<file path="config.mk">
export PLATFORM = sky130hd
export DESIGN_NAME = cms_core
export DESIGN_NICKNAME = d
export VERILOG_FILES = /design/src/cms_pkg.sv /design/src/cms_core.sv
export SDC_FILE = /design/constraint.sdc
export NUM_CORES = 1
export LEC_CHECK = 0
export ABC_AREA = 1
export BUFFER_PORTS_ARGS = -buffer_cell sky130_fd_sc_hd__buf_4
export CORE_MARGIN = 2
export CORE_UTILIZATION = 30
export CTS_CLUSTER_DIAMETER = 50
export DETAILED_ROUTE_END_ITERATION = 7
export GPL_ROUTABILITY_DRIVEN = 0
export PLACE_DENSITY = 0.57
export SETUP_SLACK_MARGIN = 0.4
export SLEW_MARGIN = 20
export SYNTH_ARGS = -nofsm -noshare
export SYNTH_HDL_FRONTEND = slang
export SYNTH_SLANG_ARGS = --single-unit
</file>
<file path="constraint.sdc">
create_clock -name pclk -period 4.5 [get_ports pclk]
set_input_delay 0.675 -clock pclk [delete_from_list [all_inputs] [get_ports pclk]]
set_output_delay 0.675 -clock pclk [all_outputs]
set_load 0.01 [all_outputs]
</file>
<file path="src/cms_pkg.sv">
// Constants and types for the stack save/restore execution core.
// Assumes a single 100 MHz clock and an APB register port.
package cms_pkg;

    // APB byte offsets
    localparam logic [7:0] CMS_OFF_CMD    = 8'h00;
    localparam logic [7:0] CMS_OFF_STATUS = 8'h04;
    localparam logic [7:0] CMS_OFF_SP     = 8'h08;
    localparam logic [7:0] CMS_OFF_BC     = 8'h0C;
    localparam logic [7:0] CMS_OFF_DE     = 8'h10;
    localparam logic [7:0] CMS_OFF_HL     = 8'h14;
    localparam logic [7:0] CMS_OFF_AF     = 8'h18;

    // Status bits
    localparam int CMS_ST_BUSY    = 0;
    localparam int CMS_ST_ILLEGAL = 1;

    // Opcode fields: 11 pp 0101 save, 11 pp 0001 restore
    localparam logic [1:0] CMS_OP_TOP     = 2'h3;
    localparam logic [3:0] CMS_OP_SAVE    = 4'h5;
    localparam logic [3:0] CMS_OP_RESTORE = 4'h1;
    localparam logic [1:0] CMS_SEL_BC     = 2'h0;
    localparam logic [1:0] CMS_SEL_DE     = 2'h1;
    localparam logic [1:0] CMS_SEL_HL     = 2'h2;
    localparam logic [1:0] CMS_SEL_AF     = 2'h3;

    // Packed status byte layout
    localparam int CMS_FB_CARRY = 0;
    localparam int CMS_FB_ONE   = 1;
    localparam int CMS_FB_PAR   = 2;
    localparam int CMS_FB_ZERO3 = 3;
    localparam int CMS_FB_HALF  = 4;
    localparam int CMS_FB_ZERO5 = 5;
    localparam int CMS_FB_ZERO  = 6;
    localparam int CMS_FB_SIGN  = 7;

    // Clock states per instruction and per machine cycle
    localparam logic [3:0] CMS_SAVE_STATES = 4'hB;
    localparam logic [3:0] CMS_REST_STATES = 4'hA;
    localparam logic [3:0] CMS_SAVE_M1     = 4'h5;
    localparam logic [3:0] CMS_REST_M1     = 4'h4;
    localparam logic [3:0] CMS_MC_STATES   = 4'h3;
    localparam logic [3:0] CMS_RD_LATENCY  = 4'h2;

    // Reset values
    localparam logic [15:0] CMS_RST_SP    = 16'h0000;
    localparam logic [15:0] CMS_RST_PAIR  = 16'h0000;
    localparam logic [7:0]  CMS_RST_ACC   = 8'h00;
    localparam logic [7:0]  CMS_RST_FLAGS = 8'h02;
    localparam logic [7:0]  CMS_RST_OP    = 8'h00;

    typedef enum logic [1:0] {
        CMS_IDLE = 2'b01,
        CMS_EXEC = 2'b10
    } cms_state_e;

    typedef struct packed {
        logic [15:0] addr;
        logic [7:0]  wdata;
        logic        wr;
        logic        rd;
    } cms_mem_s;

    typedef struct packed {
        cms_state_e  fsm;
        logic [3:0]  cnt;
        logic        restore;
        logic [1:0]  sel;
        logic [7:0]  opcode;
        logic        illegal;
        logic        done;
        logic [15:0] sp;
        logic [15:0] bc;
        logic [15:0] de;
        logic [15:0] hl;
        logic [7:0]  acc;
        logic [7:0]  flags;
        logic [7:0]  low_byte;
        cms_mem_s    mem;
        logic [31:0] prdata;
    } cms_core_s;

endpackage : cms_pkg

</file>
<file path="src/cms_core.sv">
// Stack save/restore execution core with APB register port.
// Assumes a stack memory that takes a write on its one-cycle write strobe
// and returns read data exactly two cycles after its one-cycle read strobe.
//
// Operation
// RULE1 - Save writes pair's upper byte at stack_pointer minus one.
// RULE2 - Save writes pair's lower byte at stack_pointer minus two.
// RULE3 - Save lowers stack_pointer by exactly two.
// RULE4 - Software never selects stack_pointer as the save/restore pair.
// RULE5 - Pair save takes 3 machine cycles, 11 states, flags unchanged.
// RULE6 - Accumulator save writes accumulator at stack_pointer minus one.
// RULE7 - Accumulator save writes packed flag byte at stack_pointer minus two.
// RULE8 - Flag byte: S7 Z6 0 AC4 0 P2 1 CY0.
// RULE9 - Accumulator save lowers stack_pointer by two.
// RULE10 - Pair restore loads lower register from byte at stack_pointer.
// RULE11 - Pair restore loads upper register from stack_pointer plus one.
// RULE12 - Every restore raises stack_pointer by exactly two.
// RULE13 - Accumulator restore reloads flags from bits 0,2,4,6,7.
// RULE14 - Accumulator restore loads accumulator from stack_pointer plus one.
// RULE15 - Flags untouched except by accumulator-with-flags restore.
// RULE16 - Pair field 00,01,10 picks pairs; 11 picks accumulator with flags.
// RULE17 - Saves write upper then lower; restores read lower then upper.
`timescale 1ns/1ps
module cms_core (
    input  wire logic        pclk,
    input  wire logic        presetn,
    input  wire logic        psel,
    input  wire logic        penable,
    input  wire logic        pwrite,
    input  wire logic [31:0] paddr,
    input  wire logic [31:0] pwdata,
    output logic      [31:0] prdata,
    output logic             pready,
    output logic             pslverr,
    output logic      [15:0] mem_addr,
    output logic      [7:0]  mem_wdata,
    output logic             mem_wr,
    output logic             mem_rd,
    input  wire logic [7:0]  mem_rdata,
    output logic             busy,
    output logic             exec_done
);

    cms_pkg::cms_core_s core_reg;
    cms_pkg::cms_core_s core_next;

    logic       setup;
    logic       access;
    logic       mapped;
    logic [7:0] off;
    logic [3:0] cnt_inc;
    logic [3:0] m1;
    logic [3:0] strobe_a;
    logic [3:0] strobe_b;
    logic [3:0] last;
    logic [15:0] pair_val;
    logic [7:0] flag_byte;

    assign off    = paddr[7:0];
    assign setup  = psel & ~penable;
    assign access = psel & penable;
    assign mapped = (paddr[31:8] == 24'h00_0000) &&
                    (off == cms_pkg::CMS_OFF_CMD ||
                     off == cms_pkg::CMS_OFF_STATUS ||
                     off == cms_pkg::CMS_OFF_SP ||
                     off == cms_pkg::CMS_OFF_BC ||
                     off == cms_pkg::CMS_OFF_DE ||
                     off == cms_pkg::CMS_OFF_HL ||
                     off == cms_pkg::CMS_OFF_AF);

    // Register writes while an instruction runs would race the core
    assign pready  = 1'b1;
    assign pslverr = access & (~mapped |
                     (pwrite & (core_reg.fsm == cms_pkg::CMS_EXEC)));

    assign prdata    = core_reg.prdata;
    assign mem_addr  = core_reg.mem.addr;
    assign mem_wdata = core_reg.mem.wdata;
    assign mem_wr    = core_reg.mem.wr;
    assign mem_rd    = core_reg.mem.rd;
    assign busy      = (core_reg.fsm == cms_pkg::CMS_EXEC);
    assign exec_done = core_reg.done;

    // Fixed bits are forced whenever the flag byte is formed
    function automatic logic [7:0] pack_flags(input logic [7:0] f);
        logic [7:0] r;
        r = f;
        r[cms_pkg::CMS_FB_ZERO5] = 1'b0;                      // [RULE8]
        r[cms_pkg::CMS_FB_ZERO3] = 1'b0;                      // [RULE8]
        r[cms_pkg::CMS_FB_ONE]   = 1'b1;                      // [RULE8]
        return r;
    endfunction : pack_flags

    // Machine cycle timing: fetch cycle, then two 3-state memory cycles
    assign m1       = core_reg.restore ? cms_pkg::CMS_REST_M1
                                       : cms_pkg::CMS_SAVE_M1;
    assign strobe_a = m1;
    assign strobe_b = m1 + cms_pkg::CMS_MC_STATES;
    assign last     = (core_reg.restore ? cms_pkg::CMS_REST_STATES
                                        : cms_pkg::CMS_SAVE_STATES) - 4'h1;
    assign cnt_inc  = core_reg.cnt + 4'h1;
    assign flag_byte = pack_flags(core_reg.flags);

    always_comb begin
        case (core_reg.sel)                                   // [RULE16]
            cms_pkg::CMS_SEL_BC: pair_val = core_reg.bc;
            cms_pkg::CMS_SEL_DE: pair_val = core_reg.de;
            cms_pkg::CMS_SEL_HL: pair_val = core_reg.hl;
            default:             pair_val = {core_reg.acc, flag_byte};
        endcase
    end

    always_comb begin
        core_next        = core_reg;
        core_next.done   = 1'b0;
        core_next.mem.wr = 1'b0;
        core_next.mem.rd = 1'b0;

        if (setup) begin
            case (off)
                cms_pkg::CMS_OFF_CMD:
                    core_next.prdata = {24'h00_0000, core_reg.opcode};
                cms_pkg::CMS_OFF_STATUS:
                    core_next.prdata = {30'h0000_0000, core_reg.illegal,
                                        busy};
                cms_pkg::CMS_OFF_SP:
                    core_next.prdata = {16'h0000, core_reg.sp};
                cms_pkg::CMS_OFF_BC:
                    core_next.prdata = {16'h0000, core_reg.bc};
                cms_pkg::CMS_OFF_DE:
                    core_next.prdata = {16'h0000, core_reg.de};
                cms_pkg::CMS_OFF_HL:
                    core_next.prdata = {16'h0000, core_reg.hl};
                cms_pkg::CMS_OFF_AF:
                    core_next.prdata = {16'h0000, core_reg.acc, flag_byte};
                default:
                    core_next.prdata = 32'h0000_0000;
            endcase
        end

        case (core_reg.fsm)
            cms_pkg::CMS_IDLE: begin
                if (access && pwrite && mapped) begin
                    case (off)
                        cms_pkg::CMS_OFF_CMD: begin
                            core_next.opcode  = pwdata[7:0];
                            core_next.sel     = pwdata[5:4];
                            core_next.restore =
                                (pwdata[3:0] == cms_pkg::CMS_OP_RESTORE);
                            core_next.cnt     = 4'h0;
                            if (pwdata[7:6] == cms_pkg::CMS_OP_TOP &&
                                (pwdata[3:0] == cms_pkg::CMS_OP_SAVE ||
                                 pwdata[3:0] == cms_pkg::CMS_OP_RESTORE))
                            begin
                                core_next.fsm     = cms_pkg::CMS_EXEC;
                                core_next.illegal = 1'b0;
                            end else begin
                                core_next.illegal = 1'b1;
                            end
                        end
                        cms_pkg::CMS_OFF_STATUS:
                            core_next.illegal = core_reg.illegal &
                                ~pwdata[cms_pkg::CMS_ST_ILLEGAL];
                        cms_pkg::CMS_OFF_SP: core_next.sp = pwdata[15:0];
                        cms_pkg::CMS_OFF_BC: core_next.bc = pwdata[15:0];
                        cms_pkg::CMS_OFF_DE: core_next.de = pwdata[15:0];
                        cms_pkg::CMS_OFF_HL: core_next.hl = pwdata[15:0];
                        cms_pkg::CMS_OFF_AF: begin
                            core_next.acc   = pwdata[15:8];
                            core_next.flags = pack_flags(pwdata[7:0]);
                        end
                        default: core_next.opcode = core_reg.opcode;
                    endcase
                end
            end
            cms_pkg::CMS_EXEC: begin
                core_next.cnt = cnt_inc;
                if (!core_reg.restore) begin
                    // Upper byte goes out first, its own write cycle
                    if (cnt_inc == strobe_a) begin            // [RULE17]
                        core_next.mem.wr    = 1'b1;
                        core_next.mem.addr  = core_reg.sp - 16'h0001; // [RULE1] [RULE6]
                        core_next.mem.wdata = pair_val[15:8];
                    end
                    if (cnt_inc == strobe_b) begin            // [RULE17]
                        core_next.mem.wr    = 1'b1;
                        core_next.mem.addr  = core_reg.sp - 16'h0002; // [RULE2] [RULE7]
                        core_next.mem.wdata = pair_val[7:0];
                    end
                end else begin
                    if (cnt_inc == strobe_a) begin            // [RULE17]
                        core_next.mem.rd   = 1'b1;
                        core_next.mem.addr = core_reg.sp;     // [RULE10]
                    end
                    if (cnt_inc == strobe_b) begin
                        core_next.mem.rd   = 1'b1;
                        core_next.mem.addr = core_reg.sp + 16'h0001; // [RULE11] [RULE14]
                    end
                    if (core_reg.cnt == strobe_a + cms_pkg::CMS_RD_LATENCY)
                        core_next.low_byte = mem_rdata;
                end
                // Flags change only on the accumulator restore
                if (core_reg.cnt == last) begin               // [RULE5] [RULE15]
                    core_next.fsm  = cms_pkg::CMS_IDLE;
                    core_next.done = 1'b1;
                    if (!core_reg.restore) begin
                        core_next.sp = core_reg.sp - 16'h0002; // [RULE3] [RULE9]
                    end else begin
                        core_next.sp = core_reg.sp + 16'h0002; // [RULE12]
                        case (core_reg.sel)                   // [RULE16]
                            cms_pkg::CMS_SEL_BC:
                                core_next.bc = {mem_rdata, core_reg.low_byte};
                            cms_pkg::CMS_SEL_DE:
                                core_next.de = {mem_rdata, core_reg.low_byte};
                            cms_pkg::CMS_SEL_HL:
                                core_next.hl = {mem_rdata, core_reg.low_byte};
                            default: begin
                                core_next.acc   = mem_rdata;  // [RULE14]
                                core_next.flags =
                                    pack_flags(core_reg.low_byte); // [RULE13]
                            end
                        endcase
                    end
                end
            end
            default: core_next.fsm = cms_pkg::CMS_IDLE;
        endcase
    end

    always_ff @(posedge pclk or negedge presetn) begin
        if (!presetn) begin
            core_reg.fsm      <= cms_pkg::CMS_IDLE;
            core_reg.cnt      <= 4'h0;
            core_reg.restore  <= 1'b0;
            core_reg.sel      <= 2'h0;
            core_reg.opcode   <= cms_pkg::CMS_RST_OP;
            core_reg.illegal  <= 1'b0;
            core_reg.done     <= 1'b0;
            core_reg.sp       <= cms_pkg::CMS_RST_SP;
            core_reg.bc       <= cms_pkg::CMS_RST_PAIR;
            core_reg.de       <= cms_pkg::CMS_RST_PAIR;
            core_reg.hl       <= cms_pkg::CMS_RST_PAIR;
            core_reg.acc      <= cms_pkg::CMS_RST_ACC;
            core_reg.flags    <= cms_pkg::CMS_RST_FLAGS;
            core_reg.low_byte <= 8'h00;
            core_reg.mem      <= '0;
            core_reg.prdata   <= 32'h0000_0000;
        end else begin
            core_reg <= core_next;
        end
    end

endmodule : cms_core

</file>
### Yosys cells after proc, flatten, opt, wreduce, memory -nomap -nowiden

Cells that the tools add are included.

* register bits after elaboration: 165
* output and inout port bits: 62

* add/sub/neg operators: 8
* equality and inequality tests: 31
* muxes and demuxes: 38
* bitwise gates (word level): 10
* reduce and logical (&&, ||, !) cells: 30

Operators by type and width (count)
* $mux W16: 13
* $pmux W80 S2: 1
* $pmux W16 S7: 1
* $mux W81: 1
* $mux W80: 1
* $mux W64: 1
* $mux W25: 2
* $pmux W16 S3: 1
* $eq A8 B5 Y1 const B: 3
* $logic_not A24 Y1: 1
* $reduce_and A6 Y1: 4
* $mux W18: 1
* $ne A2 B2 Y1 const B: 9
* $add A16 B1 Y16 const B: 1
* $add A16 B2 Y16 const B: 1
* $eq A8 B4 Y1 const B: 2
* $sub A16 B1 Y16 const B: 1
* $sub A16 B2 Y16 const B: 1
* $reduce_and A3 Y1: 5
* $eq A4 B4 Y1: 3
* $ne A2 B1 Y1 const B: 5
* $mux W9: 1
* $add A3 B2 Y4 const B: 2
* $eq A8 B3 Y1 const B: 1
* 24 further kinds: 55

### Depth between registers and ports, before layout

Gate-level depths: netlist (run 1).

* depth in word-level cells: 11
* depth in mapped cells: 15

### Worst setup path after synthesis (run 1)

OpenSTA, ideal clock, no wires.

* path kind: input port to output port
* start: in paddr[7]
* end: out pslverr
* arrival time: 1.363 ns
* data required time: 3.825 ns
* setup slack: 2.462 ns
* cell stages on the path: 6
* buffers on the path: 0
* cell sequence: nor2_2 nand3_1 o21ai_1 nand2_1 a21oi_1 nor2_1

* cells in the longest elaborated chain, start to end: 11

Ends and longest elaborated chain
* from (decl): line cms_core.sv:30 `input wire logic [31:0] paddr,`
* $eq A8 B3 Y1 or $logic_not A8 Y1 (tied branches): line cms_core.sv:64, cms_core.sv:63
* $logic_or A1 B1 Y1: line cms_core.sv:63 `(off == cms_pkg::CMS_OFF_CMD ||`
* $logic_or A1 B1 Y1: line cms_core.sv:64 `off == cms_pkg::CMS_OFF_STATUS ||`
* $logic_or A1 B1 Y1: line cms_core.sv:65 `off == cms_pkg::CMS_OFF_SP ||`
* $logic_or A1 B1 Y1: line cms_core.sv:66 `off == cms_pkg::CMS_OFF_BC ||`
* $logic_or A1 B1 Y1: line cms_core.sv:67 `off == cms_pkg::CMS_OFF_DE ||`
* $logic_or A1 B1 Y1 *: line cms_core.sv:68 `off == cms_pkg::CMS_OFF_HL ||`
* $logic_and A1 B1 Y1 *: line cms_core.sv:62 `assign mapped = (paddr[31:8] == 24'h00_0000) &&`
* $not A1 Y1 *: line cms_core.sv:73 `assign pslverr = access & (~mapped |`
* $or A1 B1 Y1 *: line cms_core.sv:73
* $and A1 B1 Y1 *: line cms_core.sv:73
* to (decl): line cms_core.sv:34 `output logic pslverr,`

Mark *: on every way between the ends. The rest lies on a longest branch, timed or not.

### Worst setup path after layout (run 1)

* start: reg core_reg[158] in the netlist's numbering
* end: reg core_reg[133] in the netlist's numbering

* cells in the longest elaborated chain, start to end: 5

Ends and longest elaborated chain
* from (decl): line cms_core.sv:44 `cms_pkg::cms_core_s core_reg;`
* from (signal assigned): line cms_core.sv:249 `core_reg <= core_next;`
* $mux W1: line cms_core.sv:99 `assign last = (core_reg.restore ? cms_pkg::CMS_REST_STATES`
* $sub A4 B1 Y4: line cms_core.sv:100 `: cms_pkg::CMS_SAVE_STATES) - 4'h1;`
* $eq A4 B4 Y1: line cms_core.sv:203 `if (core_reg.cnt == last) begin`
* $ne A2 B1 Y1 (no source line)
* $reduce_and A4 Y1 (no source line)

Several ways; a longest one is shown, not always the timed one. The select of a mux whose other input is x is not followed.
A chain may end at the register's enable or synchronous reset.

==> results.tsv, run 1 <==
stage	metric	value	unit
pwr	p_leak	5.77	nW
final_layout	drive_above_1_share	12.1	%
worst_setup_path	crit_type	reg -> reg	
global_route	antenna_found_initial	0	
clock_tree	numCtsBuffers	17	
global_route	grt_overflow_total	0	
logic_synthesis	synthDominantAreaCellType	sky130_fd_sc_hd__dfrtp_1	
clock_tree	clock_tree.buffer_depth	2	
timing	hold_viol	0	
clock_tree	cts_num_sinks	144	
logic_synthesis	synth.top_cells.by_area	sky130_fd_sc_hd__dfrtp_1, sky130_fd_sc_hd__nand2_1, sky130_fd_sc_hd__nand3_1	
run	maxCapViolations	0	
floorplan	num_rows	66	
place	place_hpwl	23400	um
floorplan	die_width	184	um
timing	slew_headroom	39.9	%
worst_setup_path	worst_r2r_path_depth	9	
clock_tree	postCtsResizedCells	0	
logic_synthesis	synth_compound_gate_area_share	8.16	%
logic_synthesis	synth.yosys.seq_area_share	36.9	%
clock_tree	cts_hold_buffers	0	
logic_synthesis	synth-main-ff-cell	sky130_fd_sc_hd__dfrtp_1	
route	detail_route.wirelength	32500	um
outcome	run_status	finished, final reports clean	
worst_setup_path	critical_path_arrival	3.42	ns
clock_tree	clkSlewWorstSetupHoldPaths	0.07	ns
clock_tree	ctsHtreeMaxLevel	4	
route	drt-wirelength-per-cell	16.4	um
pwr	peakVddDrop	0.210	mV
logic_synthesis	yosysMostFrequentCell	sky130_fd_sc_hd__nand2_1	
floorplan	die_h	184	um
floorplan	core	32300	um2
route	detail-route-antenna-nets	0	
clock_tree	clkLatencyLatePin	0.43	ns
timing	final-setup-viol-count	0	
clock_tree	tritoncts	done	
route	drt_first_iter_violations	804	
timing	fin_worst_skew	0.0117	ns
timing	grt_setup_unrepaired	false	
worst_setup_path	worst-r2r-setup-slack	1.41	ns
final_layout	nNetsFinal	1607	
worst_setup_path	worst_flop_to_flop_path_startpoint	core_reg[158]	
logic_synthesis	synth.yosys.warnings	0	
floorplan	effective_utilization_at_floorplan	30.3	%
clock_tree	cts_setup_buffers	0	
floorplan	ios	139	
pwr	power	3.01	mW
logic_synthesis	synthXorXnorAreaFrac	2.15	%
global_route	grt_util_all_layers	19.5	%
global_route	grt_pass1_vias	9201	
final_layout	largest_register_ffs	101	
worst_setup_path	critPathRequiredTime	4.83	ns
route	detail_route.first_pass.iterations	5	
logic_synthesis	syn-cell-area	9770	um2
global_route	grt_max_degree	84	
logic_synthesis	post_synth_num_cell_types	35	
floorplan	die-area	34000	um2
logic_synthesis	synth_top_family_by_area	simple AND/OR/NAND/NOR gates	
logic_synthesis	synth_fa_ha_area_share	0.769	%
timing	timing.final.crit_share	68.7	%
route	drc	0	
logic_synthesis	synth_simple_gate_area_share	39.7	%
worst_setup_path	startpoint_types	flip-flop	
logic_synthesis	synth.cells.most_frequent	sky130_fd_sc_hd__nand2_1, sky130_fd_sc_hd__nand3_1, sky130_fd_sc_hd__dfrtp_1	
pwr	power_density	271	nW/um2
worst_hold_path	timing.hold.worst.class	in -> async	
route	detail_route.vias_per_cell	4.91	
logic_synthesis	ys_seq_elements	144	
final_layout	final_util	34.4	%
route	num_vias	9709	
timing	final.min_clock_period	3.09	ns
logic_synthesis	synth_async_sr_flop_share	100	%
worst_setup_path	worstSetupEndpointType	flip-flop	
timing	max_freq	0.323	GHz
logic_synthesis	synth.avg_cell_area	6.54	um2
final_layout	areaGrowthSynthToFinish	13.6	%
logic_synthesis	synthDominantCellAreaShare	36.6	%
logic_synthesis	synthMuxAreaShare	0	%
timing	worst_pin_slew	0.902	ns
clock_tree	cts.root.buffer_cell	sky130_fd_sc_hd__clkbuf_16	
logic_synthesis	number_of_enable_flip_flop_cells_after_synthesis	0	
worst_setup_path	critical_path_peak_fanout	39	
global_route	first_pass_grt_wire_length	51400	um
timing	timing.final.max_slew_violations	0	
final_layout	insertedDiodeCount	0	
timing	final.setup.tns	0	ns
worst_setup_path	crit-reg2reg-capture	core_reg[133]	
place	portBuffers	105	
logic_synthesis	postSynthCellCount	1493	
-- layout by cell type, fill, tap and decap left out, types with 4 or more instances in the layout --
cell                           n
sky130_fd_sc_hd__buf_4       122
sky130_fd_sc_hd__o21ai_0      71
sky130_fd_sc_hd__o21ai_1      13
sky130_fd_sc_hd__o22ai_1      21
sky130_fd_sc_hd__nor2_1       96
sky130_fd_sc_hd__a21oi_1      17
sky130_fd_sc_hd__o211ai_1      5
sky130_fd_sc_hd__clkinvlp_4    4
sky130_fd_sc_hd__nor2_2        8
sky130_fd_sc_hd__nand4_1      15
sky130_fd_sc_hd__nand2_1     637
sky130_fd_sc_hd__nand3_1     172
sky130_fd_sc_hd__clkbuf_16    17
sky130_fd_sc_hd__inv_2         6
sky130_fd_sc_hd__inv_1       101
sky130_fd_sc_hd__nand2_2       7
sky130_fd_sc_hd__conb_1       17
sky130_fd_sc_hd__inv_6         5
sky130_fd_sc_hd__dfrtp_1     143
sky130_fd_sc_hd__xor2_1       24
sky130_fd_sc_hd__ha_1          6
-- final cells by class --
| cell class | instances | area (um2) |
|---|---|---|
| tap | 442 | 553 |
| inverter | 108 | 405 |
| fill | 3450 | 21200 |
| sequential | 144 | 3600 |
| timing repair buffer | 123 | 927 |
| clock buffer | 18 | 439 |
| multi-input combinational | 1130 | 5020 |
| clock inverter | 14 | 146 |
-- how the worst max path moves through the flow --
stage                        from       endpoint  slack, ns  cells after the start
finish              core_reg[158]  core_reg[133]       1.41                      9
CTS                 core_reg[158]  core_reg[133]       1.35                      9
global route        core_reg[158]  core_reg[133]       1.09                      9
detailed placement       paddr[7]  core_reg[133]       1.28                      8
global placement         paddr[7]  core_reg[133]       1.33                      8
floorplan                paddr[7]        pslverr       2.46                      6
-- power by group --
group          leakage (nW)  internal [mW]  switching, mW
combinational          3.98         0.0789          0.142
clock                 0.276          0.797          0.648
sequential             1.51           1.32         0.0237
-- per-stage QoR --
stage | hold WS, ns | cells | worst slack, ns | area (um2)
6_report | 0.325 | 1979 | 1.41 | 11100
5_1_grt | 0.399 | 1979 | 1.09 | 11100
4_1_cts | 0.360 | 1979 | 1.35 | 11100
3_5_place_dp | 0.460 | 1947 | 1.28 | 10500
3_3_place_gp | 0.454 | 1947 | 1.33 | 10500
2_1_floorplan | 0.379 | 1508 | 2.46 | 9820
-- worst max-delay path, cell delays in order (launching register included) --
cell and delay [ns]:
sky130_fd_sc_hd__dfrtp_1 0.36, sky130_fd_sc_hd__buf_4 0.39, sky130_fd_sc_hd__nand2_1 0.15, sky130_fd_sc_hd__nand2_1 0.09, sky130_fd_sc_hd__nand4_1 0.15, sky130_fd_sc_hd__nand2_2 0.16, sky130_fd_sc_hd__nand4_1 0.18, sky130_fd_sc_hd__nand2_2 0.54
sky130_fd_sc_hd__nand2_1 0.64, sky130_fd_sc_hd__o21ai_0 0.32
-- logic make-up (layout without fill, tap and decap cells) --
logic type / count (synthesis) / count (layout)
DFF: 144 / 144
xor gates and xnor gates: 24 / 24
other: 2 / 17
AOI/OAI and AO/OA: 139 / 139
adders and majority gates: 6 / 6
buffers and inverters: 234 / 263
and+or+nand+nor: 944 / 944
-- layer usage --
metal | wire length [um] | up-vias | GRT usage, %
met2 | 15800 | 345 | 33.1
met1 | 13600 | 4565 | 24.5
met4 | 1300 | 0 | 8.86
met5 | 0 | - | 0
met3 | 1800 | 73 | 2.51
li1 | - | 4726 | -
(Power assumes the default switching activity.)
==> run 2: changes to the inputs <==
ABC_AREA = 0   (was 1)
PLACE_DENSITY = 0.59   (was 0.57)
clock period = 2.7 ns   (was 4.5 ns; I/O delays follow)
==> results.tsv, run 2 <==
stage	metric	value	unit	change
clock_tree	ctsHtreeMaxLevel	4		unchanged
worst_setup_path	worst_r2r_path_depth	7		-2
final_layout	highest_count_cells_in_the_layout_ignoring_fill_and_taps	sky130_fd_sc_hd__buf_4, sky130_fd_sc_hd__dfrtp_1, sky130_fd_sc_hd__nand2_1		
clock_tree	tritoncts	done		
floorplan	die_h	175	um	-5.0%
route	detail_route.vias_per_cell	5.51		+12%
clock_tree	clkLatencyLatePin	0.43	ns	about the same
timing	hold_viol	0		unchanged
floorplan	num_rows	62		-6.1%
worst_hold_path	worstHoldPathCells	2		
logic_synthesis	synthDominantAreaCellType	sky130_fd_sc_hd__dfrtp_1		
worst_setup_path	max_stage_delay	0.65	ns	about the same
timing	final.min_clock_period	2.41	ns	-0.681 ns
final_layout	sequential_cell_area	3610	um2	+0.10%
logic_synthesis	post_synth_num_cell_types	68		+94%
timing	final-setup-viol-count	0		unchanged
worst_setup_path	crit-reg2reg-capture	mem_addr[14]		
floorplan	ios	139		unchanged
route	detail_route.first_pass.iterations	5		unchanged
timing	timing.final.max_slew_violations	0		unchanged
route	detail-route-antenna-nets	0		unchanged
timing	slew_headroom	52.8	%	+13 points
global_route	first_pass_grt_wire_length	43100	um	-16%
run	maxCapViolations	0		unchanged
place	place_hpwl	20300	um	-13%
floorplan	die_width	175	um	-5.0%
final_layout	areaGrowthSynthToFinish	32.1	%	
worst_setup_path	crit_type	reg -> reg		
pwr	p_leak	5.34	nW	-7.4%
global_route	grt_pass1_vias	7521		-18%
final_layout	nNetsFinal	1097		-32%
worst_hold_path	hold_path_end	core_reg[156]		
timing	worst_pin_slew	0.708	ns	-0.194 ns
logic_synthesis	synth.cells.most_frequent	sky130_fd_sc_hd__dfrtp_1, sky130_fd_sc_hd__nand2_1, sky130_fd_sc_hd__mux2_2		
timing	max_freq	0.415	GHz	+28%
pwr	power_density	429	nW/um2	+58%
worst_setup_path	critical_path_peak_fanout	5		-87%
route	drc	0		unchanged
clock_tree	clkSlewWorstSetupHoldPaths	0.07	ns	about the same
global_route	grt_overflow_total	0		unchanged
clock_tree	numCtsBuffers	17		unchanged
worst_setup_path	cpMaxStageDelayCell	sky130_fd_sc_hd__or4_1		
timing	final.setup.tns	0	ns	unchanged
final_layout	largest_register_ffs	101		unchanged
worst_setup_path	worstSetupEndpointType	flip-flop		
global_route	antenna_found_initial	0		unchanged
logic_synthesis	number_of_enable_flip_flop_cells_after_synthesis	0		unchanged
logic_synthesis	synth.top_cells.by_area	sky130_fd_sc_hd__dfrtp_1, sky130_fd_sc_hd__mux2_2, sky130_fd_sc_hd__buf_4		
final_layout	layout.filler_cells	2775		-20%
timing	timing.final.crit_share	89.3	%	+21 points
worst_hold_path	timing.hold.worst.start	pwdata[4]		
worst_setup_path	critPathRequiredTime	3.01	ns	-1.82 ns
floorplan	effective_utilization_at_floorplan	30.5	%	+0.30 points
worst_setup_path	worst-r2r-setup-slack	0.29	ns	-1.12 ns
route	num_vias	7779		-20%
route	drt_first_iter_violations	705		-12%
worst_setup_path	worst_flop_to_flop_path_startpoint	core_reg[138]		
timing	fin_worst_skew	0.0115	ns	-0.000191 ns
clock_tree	cts_num_sinks	144		unchanged
pwr	power	4.98	mW	+66%
floorplan	die-area	30700	um2	-9.8%
final_layout	combined_area_of_the_multi_input_logic_cells	5030	um2	+0.17%
logic_synthesis	synth-main-ff-cell	sky130_fd_sc_hd__dfrtp_1		
worst_setup_path	startpoint_types	flip-flop		
worst_hold_path	timing.hold.worst.class	in -> reg		
logic_synthesis	synthDominantCellAreaShare	40.7	%	+4.1 points
logic_synthesis	synth.avg_cell_area	9.77	um2	+49%
outcome	run_status	finished, final reports clean		
final_layout	drive_above_1_share	38.9	%	+27 points
clock_tree	clock_tree.buffer_depth	2		unchanged
global_route	grt_max_degree	65		-23%
route	drt-wirelength-per-cell	20.7	um	+26%
logic_synthesis	synth.yosys.seq_area_share	41.0	%	+4.1 points
timing	hold-worst-slack	0.219	ns	-0.105 ns
logic_synthesis	synth_async_sr_flop_share	100	%	unchanged
timing	grt_setup_unrepaired	true		
floorplan	core	28800	um2	-11%
logic_synthesis	syn-cell-area	8790	um2	-10%
worst_setup_path	crit_path_cell_trace	or4_1, nor2_2, and3_1, nand2_1, a21oi_1, a2111oi_2, a221o_1		
global_route	grt_util_all_layers	18.2	%	-1.3 points
clock_tree	cts.root.buffer_cell	sky130_fd_sc_hd__clkbuf_16		
final_layout	most_common_cell_after_layout_fill_and_taps_aside	sky130_fd_sc_hd__buf_4		
pwr	peakVddDrop	0.429	mV	+100%
logic_synthesis	ys_seq_elements	144		unchanged
logic_synthesis	yosysMostFrequentCell	sky130_fd_sc_hd__dfrtp_1		
logic_synthesis	postSynthCellCount	900		-40%
place	portBuffers	105		unchanged
route	detail_route.wirelength	29300	um	-9.9%
worst_setup_path	critical_path_arrival	2.72	ns	-0.70 ns
logic_synthesis	synth.yosys.warnings	0		unchanged
-- run 2: cell types whose count changed after synthesis, sizes merged, moves of 27 or more --
cell and change:
nand2 -563, nand3 -145, inv -85, mux2 +72, nor2 -55, o21ai -34, a21oi +29, buf -27
-- run 2: layer usage --
| metal | up-vias | track usage, % | routed length [um] |
|---|---|---|---|
| li1 | 3481 | - | - |
| met1 | 3857 | 25.5 | 12900 |
| met2 | 392 | 28.7 | 13600 |
| met3 | 49 | 2.74 | 2130 |
| met4 | 0 | 6.22 | 658 |
| met5 | - | 0 | 0 |
-- run 2: worst max-delay path, delay by kind of cell, from the launching register on --
kind               cells  cell delay [ns]
and+or+nand+nor        4             1.22
AOI/OAI and AO/OA      3             0.60
DFF                    1             0.47
-- run 2: power by group --
group          switching, mW  internal (mW)
sequential           0.00152           2.16
clock                   1.05           1.52
combinational          0.154         0.0952
-- run 2: timing repair --
item	CTS	global route
resized for setup	30	145
hold buffers	1	0
gates cloned	1	5
setup buffers	9	17
setup endpoints to repair	70	118
pin swaps	5	11
hold endpoints to repair	13	0
-- run 2: stage by stage --
step | std cells | instance area [um2] | utilization (%) | setup slack [ns]
finish | 1412 | 11600 | 40.3 | 0.290
global route | 1411 | 11600 | 40.3 | 0.178
CTS | 1389 | 10800 | 37.6 | 0.286
detailed placement | 1346 | 9960 | 34.6 | 0.0993
global placement | 1346 | 9960 | 34.6 | 0.125
floorplan | 915 | 8880 | - | 0.377
-- run 2: how the worst max path moves through the flow --
stage               slack, ns           from      endpoint  cells past startpoint
floorplan                0.38  core_reg[160]  mem_addr[14]                      8
global route             0.18  core_reg[160]  mem_addr[15]                     10
finish                   0.29  core_reg[138]  mem_addr[14]                      7
detailed placement        0.1  core_reg[160]  mem_addr[15]                      9
global placement         0.13  core_reg[160]  mem_addr[15]                      9
CTS                      0.29  core_reg[159]  mem_addr[15]                      9
-- run 2: final cells by class --
class                           instances  share of cell area [%]
Antenna cell                            1                  0.0215
Clock buffer                           18                    3.78
Clock inverter                         14                    1.66
Inverter                               23                   0.808
Multi-Input combinational cell        628                    43.3
Sequential cell                       144                    31.1
Tap cell                              384                    4.14
Timing Repair Buffer                  200                    15.2
-- run 2: kinds of logic after synthesis --
kind of cell / share of synthesized area (%)
AO/OA/AOI/OAI: 20.1
buffers and inverters: 8.92
XOR/XNOR: 2.19
flip-flops: 41.0
AND/OR/NAND/NOR: 12.9
multiplexers: 13.9
other: 0.0854
adder cells (fa/ha/maj): 0.854
==> run 3: changes to the inputs <==
PLACE_DENSITY = not set   (was 0.59)
==> results.tsv, run 3 (synthesized netlist as in run 2, its figures left out) <==
stage	metric	value	unit	change
final_layout	most_common_cell_after_layout_fill_and_taps_aside	sky130_fd_sc_hd__buf_4		
clock_tree	clock_tree.buffer_depth	2		unchanged
route	detail_route.vias_per_cell	5.44		-1.3%
clock_tree	cts_num_sinks	144		unchanged
global_route	grt_overflow_total	0		unchanged
final_layout	combined_area_of_the_multi_input_logic_cells	4800	um2	-4.6%
pwr	p_leak	5.09	nW	-4.6%
timing	final-setup-viol-count	0		unchanged
timing	slew_headroom	40.1	%	-13 points
clock_tree	clkSlewWorstSetupHoldPaths	0.06	ns	about the same
worst_setup_path	critical_path_arrival	2.77	ns	+0.05 ns
timing	timing.final.crit_share	89.5	%	+0.27 points
run	maxCapViolations	0		unchanged
floorplan	effective_utilization_at_floorplan	30.5	%	unchanged
worst_setup_path	worstSetupEndpointType	flip-flop		
timing	final.min_clock_period	2.42	ns	+0.00720 ns
timing	max_freq	0.414	GHz	-0.30%
route	detail_route.wirelength	28600	um	-2.4%
pwr	peakVddDrop	0.336	mV	-22%
clock_tree	ctsHtreeMaxLevel	4		unchanged
timing	fin_worst_skew	0.0127	ns	+0.00120 ns
global_route	grt_util_all_layers	18.3	%	+0.11 points
route	drt-wirelength-per-cell	20.4	um	-1.7%
floorplan	die_h	175	um	unchanged
clock_tree	numCtsBuffers	17		unchanged
worst_setup_path	crit_type	reg -> reg		
global_route	first_pass_grt_wire_length	43500	um	+1.1%
global_route	antenna_found_initial	0		unchanged
global_route	grt_max_degree	65		unchanged
floorplan	die_width	175	um	unchanged
place	detailed_place.area	9900	um2	-0.63%
pwr	seqPwrFrac	45.3	%	+1.9 points
final_layout	nNetsFinal	1089		-0.73%
pwr	combinationalPowerShare	5.0	%	about the same
final_layout	sequential_cell_area	3610	um2	about the same
worst_hold_path	timing.hold.worst.class	in -> reg		
global_route	gr-max-usage-layer	met2		
timing	final.setup.tns	0	ns	unchanged
global_route	globalRouteMet3Util	3.63	%	+0.89 points
clock_tree	cts.root.buffer_cell	sky130_fd_sc_hd__clkbuf_16		
worst_hold_path	worstHoldPathCells	2		unchanged
worst_setup_path	startpoint_types	flip-flop		
route	drt_first_iter_violations	746		+5.8%
route	num_vias	7629		-1.9%
route	detail_route.first_pass.iterations	8		+3
global_route	grt_pass1_vias	7658		+1.8%
worst_setup_path	critical_path_peak_fanout	10		+5
final_layout	highest_count_cells_in_the_layout_ignoring_fill_and_taps	sky130_fd_sc_hd__buf_4, sky130_fd_sc_hd__dfrtp_1, sky130_fd_sc_hd__nand2_1		
final_layout	drive_above_1_share	36.6	%	-2.2 points
clock_tree	clkLatencyLatePin	0.43	ns	about the same
global_route	grt_use_met1	26.0	%	+0.53 points
floorplan	num_rows	62		unchanged
floorplan	ios	139		unchanged
worst_setup_path	worst_r2r_path_depth	8		+1
final_layout	insertedDiodeCount	0		-1
worst_setup_path	critPathRequiredTime	3.05	ns	+0.04 ns
clock_tree	tritoncts	done		
floorplan	die-area	30700	um2	unchanged
route	detail-route-antenna-nets	0		unchanged
final_layout	layout.filler_cells	2832		+2.1%
place	place_hpwl	20500	um	+0.89%
pwr	p_int	3.65	mW	-3.2%
place	portBuffers	105		unchanged
pwr	p_sw	1.12	mW	-7.1%
final_layout	largest_register_ffs	101		unchanged
outcome	run_status	finished, final reports clean		
final_layout	final_design_area_no_fill	11100	um2	-4.0%
timing	hold_viol	0		unchanged
pwr	power_density	428	nW/um2	-0.18%
timing	timing.final.max_slew_violations	0		unchanged
pwr	clock_share_of_power	49.7	%	-1.9 points
pwr	sw_frac_of_total	23.5	%	-0.74 points
global_route	globalRouteMet2Util	28.7	%	+0.049 points
timing	grt_setup_unrepaired	true		
route	drc	0		unchanged
final_layout	areaGrowthSynthToFinish	26.8	%	
floorplan	core	28800	um2	unchanged
timing	worst_pin_slew	0.898	ns	+0.189 ns
==> run 3: changes by cell type in the layout (fill, tap and decap cells not counted), moves of 4 or more <==
cell,before,now
sky130_fd_sc_hd__a21oi_1,41,50
sky130_fd_sc_hd__clkinvlp_4,0,5
sky130_fd_sc_hd__mux2_2,23,72
sky130_fd_sc_hd__mux2_4,49,0
sky130_fd_sc_hd__inv_8,5,1
sky130_fd_sc_hd__nor2_4,9,2
sky130_fd_sc_hd__nor2_1,40,48
sky130_fd_sc_hd__a21oi_2,9,0
sky130_fd_sc_hd__buf_12,7,3
==> run 3: worst paths after layout <==
check / startpoint / slack [ns] / endpoint
hold reg to reg: prdata[2] / 0.48 / prdata[2]
setup reg to reg: core_reg[160] / 0.28 / mem_addr[14]
setup / recovery: core_reg[160] / 0.28 / mem_addr[14]
hold / removal: pwdata[4] / 0.24 / core_reg[156]
min in group asynchronous: presetn / 0.55 / exec_done
max in group asynchronous: presetn / 1.37 / core_reg[132]
==> run 3: stage by stage <==
step                      util [%]  hold slack (ns)  power, mW  worst slack (ns)  std cells
after floorplan                  -            0.109       2.29             0.377        915
after global placement        34.4            0.440       2.44             0.136       1341
after detailed placement      34.4            0.443       2.44            0.0988       1341
after CTS                     37.4            0.234       4.81             0.276       1389
after global routing          38.7            0.234       4.93             0.194       1403
final                         38.7            0.244       4.78             0.282       1403
==> run 3: repair_timing <==
action,CTS,global route
gates cloned,2,4
hold endpoints to repair,14,0
setup endpoints to repair,51,105
buffers inserted,13,10
hold buffers,1,0
pin swaps,14,17
resized for setup,37,56
==> run 3: worst max-delay path, stage by stage (launching register included) <==
cell,delay (ns)
sky130_fd_sc_hd__dfrtp_1,0.41
sky130_fd_sc_hd__ha_4,0.26
sky130_fd_sc_hd__or3b_4,0.39
sky130_fd_sc_hd__a21o_4,0.22
sky130_fd_sc_hd__a2bb2oi_4,0.26
sky130_fd_sc_hd__buf_6,0.19
sky130_fd_sc_hd__a21oi_1,0.09
sky130_fd_sc_hd__a2111oi_2,0.36
sky130_fd_sc_hd__a221o_1,0.16
==> run 3: per-layer routing <==
layer,share of wire (%),wire [um]
met5,0,0
met4,1.9,545
met3,7.3,2090
met2,46,13100
met1,45,12900
==> run 3: power groups by stage <==
stage          Clock [mW]  Sequential, mW  Combinational [mW]
4_1_cts              2.41            2.16               0.242
3_5_place_dp            0            2.20               0.240
6_report             2.38            2.16               0.239
2_1_floorplan           0            2.20              0.0905
3_3_place_gp            0            2.20               0.238
5_1_grt              2.50            2.16               0.267
==> run 3: final cells by class <==
| type | instances | share of cell area, % |
|---|---|---|
| Multi-Input combinational cell | 628 | 43.1 |
| Sequential cell | 144 | 32.4 |
| Timing Repair Buffer | 190 | 13.9 |
| Tap cell | 384 | 4.31 |
| Clock buffer | 19 | 3.97 |
| Clock inverter | 13 | 1.32 |
| Inverter | 23 | 0.909 |
| Timing Repair inverter | 2 | 0.135 |
